==> src/logic/loop_filter_pkg.sv <==
package loop_filter_pkg;

  // Register indices; the bus byte address is four times the index.
  localparam logic [7:0]  IDX_CAP_ONE     = 8'h44;
  localparam logic [7:0]  IDX_RES_THREE   = 8'h45;
  localparam logic [7:0]  IDX_CAP_THREE   = 8'h46;
  localparam logic [7:0]  IDX_SECOND_PLL_CONTROL_ZERO  = 8'h47;
  localparam int          ADDR_W          = 12;
  localparam logic [11:0] ADDR_CAP_ONE    = {2'h0, IDX_CAP_ONE, 2'h0};
  localparam logic [11:0] ADDR_RES_THREE  = {2'h0, IDX_RES_THREE, 2'h0};
  localparam logic [11:0] ADDR_CAP_THREE  = {2'h0, IDX_CAP_THREE, 2'h0};
  localparam logic [11:0] ADDR_SECOND_PLL_CONTROL_ZERO = {2'h0, IDX_SECOND_PLL_CONTROL_ZERO, 2'h0};

  // Field positions.
  localparam int CAP_ONE_LSB    = 0;
  localparam int CAP_THREE_LSB  = 0;
  localparam int INT_FRAC_BIT   = 0;
  localparam int RES_THREE_LSB  = 1;
  localparam int POST_DIV_LSB   = 2;

  // Values after reset.
  localparam logic [2:0] CAP_ONE_RST   = 3'h0;
  localparam logic [5:0] RES_THREE_RST = 6'h00;
  localparam logic       INT_FRAC_RST  = 1'b0;
  localparam logic [2:0] CAP_THREE_RST = 3'h0;
  localparam logic [2:0] POST_DIV_RST  = 3'h7;
  localparam logic [5:0] CAP_THREE_PF_RST = 6'h00;
  localparam logic [3:0] POST_RATIO_RST   = 4'h8;

  // Capacitance law in pF.
  localparam logic [8:0] CAP_ONE_BASE_PF  = 9'h005;
  localparam logic [8:0] CAP_ONE_STEP_PF  = 9'h032;
  localparam logic [5:0] CAP_THREE_STEP_PF = 6'h05;

  typedef struct packed {
    logic [2:0] first_loop_cap_one_code;
    logic [5:0] first_loop_res_three_code;
    logic       first_loop_integer_fraction_select;
    logic [2:0] first_loop_cap_three_code;
    logic [2:0] second_loop_post_divider_select;
  } loop_codes_t;

  typedef struct packed {
    logic [8:0] cap_one_pf;
    logic [5:0] cap_three_pf;
    logic [3:0] post_divide_ratio;
  } loop_values_t;

endpackage

==> src/logic/pll_loop_filter_config.sv <==
// Functional notes
// Cap one code, bits 2:0, resets zero; 5 pF plus 50 pF per step.
// Resistor three code at bits 6:1, reset zero; every code is legal.
// Software sets bit 0 low for integer loop, high for fractional; resets low.
// Cap three code at bits 2:0, reset zero; capacitance is 5 pF per step.
// Post divider select, bits 4:2, resets 7; codes 0,1 divide by 2, else code plus one.
// Reserved bits read as zero and writes to them are ignored.
//
// The implementer's own choice: the APB register port.
`timescale 1ns/1ps
module pll_loop_filter_config
  import loop_filter_pkg::*;
(
  input  wire logic              pclk,
  input  wire logic              presetn,
  input  wire logic              psel,
  input  wire logic              penable,
  input  wire logic              pwrite,
  input  wire logic [ADDR_W-1:0] paddr,
  input  wire logic [31:0]       pwdata,
  input  wire logic [3:0]        pstrb,
  output logic [31:0]            prdata,
  output logic                   pready,
  output logic                   pslverr,
  output loop_codes_t            loop_codes,
  output loop_values_t           loop_values
);

  loop_codes_t  codes_r;
  loop_codes_t  codes_nxt;
  loop_values_t values_nxt;
  logic [31:0]  prdata_r;
  logic         pready_r;
  logic         pslverr_r;
  loop_values_t values_r;
  logic         wr_take;

  function automatic logic addr_hit(input logic [ADDR_W-1:0] a);
    addr_hit = (a == ADDR_CAP_ONE) || (a == ADDR_RES_THREE)
            || (a == ADDR_CAP_THREE) || (a == ADDR_SECOND_PLL_CONTROL_ZERO);
  endfunction

  function automatic logic [31:0] read_word(input logic [ADDR_W-1:0] a, input loop_codes_t c);
    read_word = 32'h0000_0000;
    unique case (a)
      ADDR_CAP_ONE:    read_word[CAP_ONE_LSB +: 3] = c.first_loop_cap_one_code;
      ADDR_RES_THREE: begin
        read_word[RES_THREE_LSB +: 6] = c.first_loop_res_three_code;
        read_word[INT_FRAC_BIT]       = c.first_loop_integer_fraction_select;
      end
      ADDR_CAP_THREE:  read_word[CAP_THREE_LSB +: 3] = c.first_loop_cap_three_code;
      ADDR_SECOND_PLL_CONTROL_ZERO: read_word[POST_DIV_LSB +: 3] = c.second_loop_post_divider_select;
      default:         read_word = 32'h0000_0000;
    endcase
  endfunction

  // The answer is prepared in the setup cycle, so every access ends in its first access cycle.
  assign wr_take = psel && penable && pready_r && pwrite && addr_hit(paddr) && pstrb[0];

  always_comb begin
    codes_nxt = codes_r;
    if (wr_take) begin
      unique case (paddr)
        ADDR_CAP_ONE:
          codes_nxt.first_loop_cap_one_code = pwdata[CAP_ONE_LSB +: 3];
        ADDR_RES_THREE: begin
          codes_nxt.first_loop_res_three_code = pwdata[RES_THREE_LSB +: 6];
          codes_nxt.first_loop_integer_fraction_select = pwdata[INT_FRAC_BIT];
        end
        ADDR_CAP_THREE:
          codes_nxt.first_loop_cap_three_code = pwdata[CAP_THREE_LSB +: 3];
        ADDR_SECOND_PLL_CONTROL_ZERO:
          codes_nxt.second_loop_post_divider_select = pwdata[POST_DIV_LSB +: 3];
        default:
          codes_nxt = codes_r;
      endcase
    end
  end

  loop_value_decode u_decode (
    .codes  (codes_nxt),
    .values (values_nxt)
  );

  always_ff @(posedge pclk or negedge presetn) begin
    if (!presetn) begin
      codes_r.first_loop_cap_one_code            <= CAP_ONE_RST;
      codes_r.first_loop_res_three_code          <= RES_THREE_RST;
      codes_r.first_loop_integer_fraction_select <= INT_FRAC_RST;
      codes_r.first_loop_cap_three_code          <= CAP_THREE_RST;
      codes_r.second_loop_post_divider_select    <= POST_DIV_RST;
    end else begin
      codes_r <= codes_nxt;
    end
  end

  // Physical settings follow the codes in the same edge, so both outputs stay in step.
  always_ff @(posedge pclk or negedge presetn) begin
    if (!presetn) begin
      values_r.cap_one_pf        <= CAP_ONE_BASE_PF;
      values_r.cap_three_pf      <= CAP_THREE_PF_RST;
      values_r.post_divide_ratio <= POST_RATIO_RST;
    end else begin
      values_r <= values_nxt;
    end
  end

  always_ff @(posedge pclk or negedge presetn) begin
    if (!presetn) begin
      pready_r  <= 1'b0;
      pslverr_r <= 1'b0;
      prdata_r  <= 32'h0000_0000;
    end else if (psel && !penable) begin
      pready_r  <= 1'b1;
      pslverr_r <= !addr_hit(paddr);
      prdata_r  <= pwrite ? 32'h0000_0000 : read_word(paddr, codes_r);
    end else begin
      pready_r  <= 1'b0;
      pslverr_r <= 1'b0;
      prdata_r  <= 32'h0000_0000;
    end
  end

  assign prdata      = prdata_r;
  assign pready      = pready_r;
  assign pslverr     = pslverr_r;
  assign loop_codes  = codes_r;
  assign loop_values = values_r;
endmodule

==> src/logic/loop_value_decode.sv <==
`timescale 1ns/1ps
module loop_value_decode
  import loop_filter_pkg::*;
(
  input  loop_codes_t  codes,
  output loop_values_t values
);

  function automatic logic [3:0] post_ratio(input logic [2:0] sel);
    // Codes 0 and 1 both divide by two; above that the ratio is code plus one.
    post_ratio = (sel == 3'h0) ? 4'h2 : ({1'b0, sel} + 4'h1);
  endfunction

  always_comb begin
    values.cap_one_pf        = CAP_ONE_BASE_PF
                             + 9'(CAP_ONE_STEP_PF * {6'h00, codes.first_loop_cap_one_code});
    values.cap_three_pf      = 6'(CAP_THREE_STEP_PF * {3'h0, codes.first_loop_cap_three_code});
    values.post_divide_ratio = post_ratio(codes.second_loop_post_divider_select);
  end

endmodule

==> config.mk <==
export PLATFORM = sky130hd
export DESIGN_NAME = pll_loop_filter_config
export DESIGN_NICKNAME = d
export VERILOG_FILES = /design/src/logic/loop_filter_pkg.sv /design/src/logic/pll_loop_filter_config.sv /design/src/logic/loop_value_decode.sv
export SDC_FILE = /design/constraint.sdc
export NUM_CORES = 1
export LEC_CHECK = 0
export BUFFER_PORTS_ARGS = -buffer_cell sky130_fd_sc_hd__buf_2
export CAP_MARGIN = 5
export CORE_MARGIN = 5
export CORE_UTILIZATION = 43
export CTS_CLUSTER_DIAMETER = 80
export DETAILED_ROUTE_END_ITERATION = 6
export PLACE_DENSITY = 0.8
export SKIP_CTS_REPAIR_TIMING = 1
export SLEW_MARGIN = 20
export SYNTH_ARGS = -nofsm -noshare
export SYNTH_HDL_FRONTEND = slang
export SYNTH_SLANG_ARGS = --single-unit
==> constraint.sdc <==
create_clock -name pclk -period 3.6 [get_ports pclk]
set_input_delay 0.72 -clock pclk [delete_from_list [all_inputs] [get_ports pclk]]
set_output_delay 0.72 -clock pclk [all_outputs]
set_load 0.01 [all_outputs]
==> flow_summary.json <==
{
  "status": "finished, final reports clean",
  "utilization_pct": 51.2,
  "dpl.hpwl_mm": 3.27,
  "worstPathBufferInverterCount": 2,
  "grtUsageTotal_pct": 13.3,
  "finalNonFillerCells": 294,
  "power.total_uw": 783,
  "cp_cell_sequence": "buf_2 -> nor4b_4 -> nand3_2 -> or4_1 -> mux2_2 -> ha_1 -> inv_1 -> ha_1 -> nand2_1 -> nor3_1 -> mux2i_1 -> xnor2_1",
  "antenna_found_initial": 0,
  "place_area_sq_um": 2310,
  "ys_seq_area_share_pct": 49.4,
  "dpl.cell_count": 286,
  "seqPwrFrac_pct": 57.6,
  "grt_pass1_vias": 1347,
  "critPathCaptureType": "flop",
  "post_synth.cell_area_avg_sq_um": 11.8,
  "gp_congestion": 0.814,
  "drive_above_1_share_pct": 40.8,
  "intPower_uw": 602,
  "whs_ps": 502,
  "vias": 1379,
  "rsz0062_at_grt": "no",
  "drv_cap": 0,
  "clock-sinks": 40,
  "io_buffer_count": 67,
  "power_switching_uw": 182,
  "drc": 0,
  "slew_headroom_pct": 42.1,
  "fmax_mhz": 314,
  "initial_core_util_pct": 43.8,
  "ys_warn_count": 0,
  "drv_slew": 0,
  "clock_path_buffers": 2,
  "yosys-top-cells-area": "dfrtp_1 (43%), buf_4 (11%), mux2_2 (6.6%)",
  "cts_tree": "done",
  "finalCritPeriodShare_pct": 88.5,
  "grt_overflow": 0,
  "dpl_worst_slack_ps": 119,
  "clock_tree.root_cell": "clkbuf_8",
  "finalNetCount": 302,
  "clk_pin_slew_ps": 70,
  "wl_per_cell_microns": 14.0,
  "hp-class": "flop to flop",
  "drt_iter0_markers": 64,
  "boundaryPins": 122,
  "critPathMaxStageDelay_ps": 570,
  "grt_pass1_wl_mm": 6.39,
  "areaGrowthSynthToFinish_pct": 17.1,
  "fin_ws_ps": 415,
  "ys.flop_type": "dfrtp_1",
  "dieArea_sq_um": 6220,
  "swShare_pct": 23.2,
  "num-fill-cells": 442,
  "fin_crit_ps": 3190,
  "crit_required_ps": 3770,
  "crit_slowest_cell": "or4_1",
  "r2r_slack_ps": 780,
  "fin_area_sq_um": 2390,
  "die_w_microns": 78.9,
  "holdPathEnd": "prdata[6]",
  "drt-total-wl_mm": 4.12,
  "synth_top_area_share_pct": 42.9,
  "setup_viol": 0,
  "crit_arrival_ps": 3350,
  "cp_top_family": "simple AND/OR/NAND/NOR gates",
  "power.share.clock_pct": 35.7,
  "crit_type": "input port to flop",
  "cp-start-kind": "input port",
  "htreeDepth": 2,
  "postSynth.asyncResetShare_pct": 100,
  "ant_nets": 0,
  "peakVddDrop_uv": 164,
  "synth_cells": 173,
  "die_h_microns": 78.9,
  "r2r_cells": 10,
  "combPwrFrac_pct": 6.7,
  "diodes": 0,
  "hold_violations": 0,
  "coreArea_sq_um": 4660,
  "finClkSkew_ps": 7.04,
  "hold_depth": 1,
  "ys_seq_elements": 40,
  "drt-vias-per-instance": 4.69,
  "path_max_fanout": 5,
  "leakagePower_nw": 1.44,
  "tightest_slew_ps": 868,
  "synth_cell_types": 34,
  "setup_tns_ps": 0,
  "reg2reg_from": "pready",
  "synth-edff-count": 0,
  "syn_area_sq_um": 2040,
  "dr.pass1.iters": 4,
  "timing.rr.end": "loop_values[17]",
  "clock_latency_ps": 290,
  "crit_path_frequent_cell": "ha_1",
  "cts_inserted_buffers": 5,
  "p_per_area_nw_per_um2": 328,
  "num_rows": 25,
  "synth.largest_area_cell": "dfrtp_1",
  "hold_start": "loop_codes[12]",
  "grt_max_degree": 41
}
[layer usage]
layer	global-route usage, %	part of all wire (%)
met5	0	0
met4	4.12	1.1
met3	6.01	9.4
met2	22.7	52
met1	14.8	37
[cell families after synthesis]
family,share of synthesized area [%]
XOR/XNOR,1.72
other,0.368
AND/OR/NAND/NOR,13.3
flip-flops,49.4
multiplexers,14.4
adder cells (fa/ha/maj),6.13
buffers and inverters,13.1
AO/OA/AOI/OAI,1.66
[registers in the layout, indices dropped and copies added, names as in the netlist]
signal,flops
loop_values,17
loop_codes,14
prdata,7
pready,1
pslverr,1
[cells in the final DEF, fill, tap and decap left out, types with 3 or more instances in the layout]
cell / count
xor2_1: 3
mux2i_1: 12
ha_1: 10
mux2_2: 12
conb_1: 26
nor2_1: 11
clkbuf_8: 5
dfrtp_1: 35
nand3_1: 4
dfstp_2: 5
nand2_1: 5
or4_1: 3
buf_2: 67
inv_1: 9
a21oi_1: 3
[synthesized netlist by cell type, types with 2 or more instances]
cell      number
conb_1         2
ha_1          10
and3_1         2
nand3b_1       2
and2_1         2
nand4_1        2
xor2_1         3
nor4b_4        2
nand2b_1       2
clkbuf_1       3
dfstp_2        5
nand2_1        5
or4_1          3
nand3_1        4
nor3_1         2
dfrtp_1       35
mux2i_1       12
nor2_1        11
a21oi_1        3
nor2b_1        2
inv_1          9
mux2_2        12
buf_4         29
[area by class of cell]
class,count,area (sq um),area share [%]
clock buffers,7,76.3,3.20
repair buffers,68,343,14.4
flip-flops and latches,40,1010,42.2
inverters,9,33.8,1.42
well taps,54,67.6,2.83
multi-input cells,115,855,35.8
clock inverters,1,5.00,0.210
[power groups by stage]
stage	logic, mW	registers [mW]	clock network (mW)
after floorplan	0.0435	0.460	0
after global placement	0.0517	0.460	0
after detailed placement	0.0532	0.460	0
after CTS	0.0532	0.451	0.292
after global routing	0.0592	0.451	0.308
final	0.0528	0.451	0.279
[how the worst max path moves through the flow]
stage,endpoint,start,cells past startpoint
floorplan,loop_values[17],paddr[5],12
global placement,loop_values[17],paddr[5],12
detailed placement,loop_values[17],paddr[5],12
CTS,loop_values[17],paddr[5],12
global route,loop_values[17],paddr[5],12
finish,loop_values[17],paddr[5],12
(Power assumes the default switching activity.)
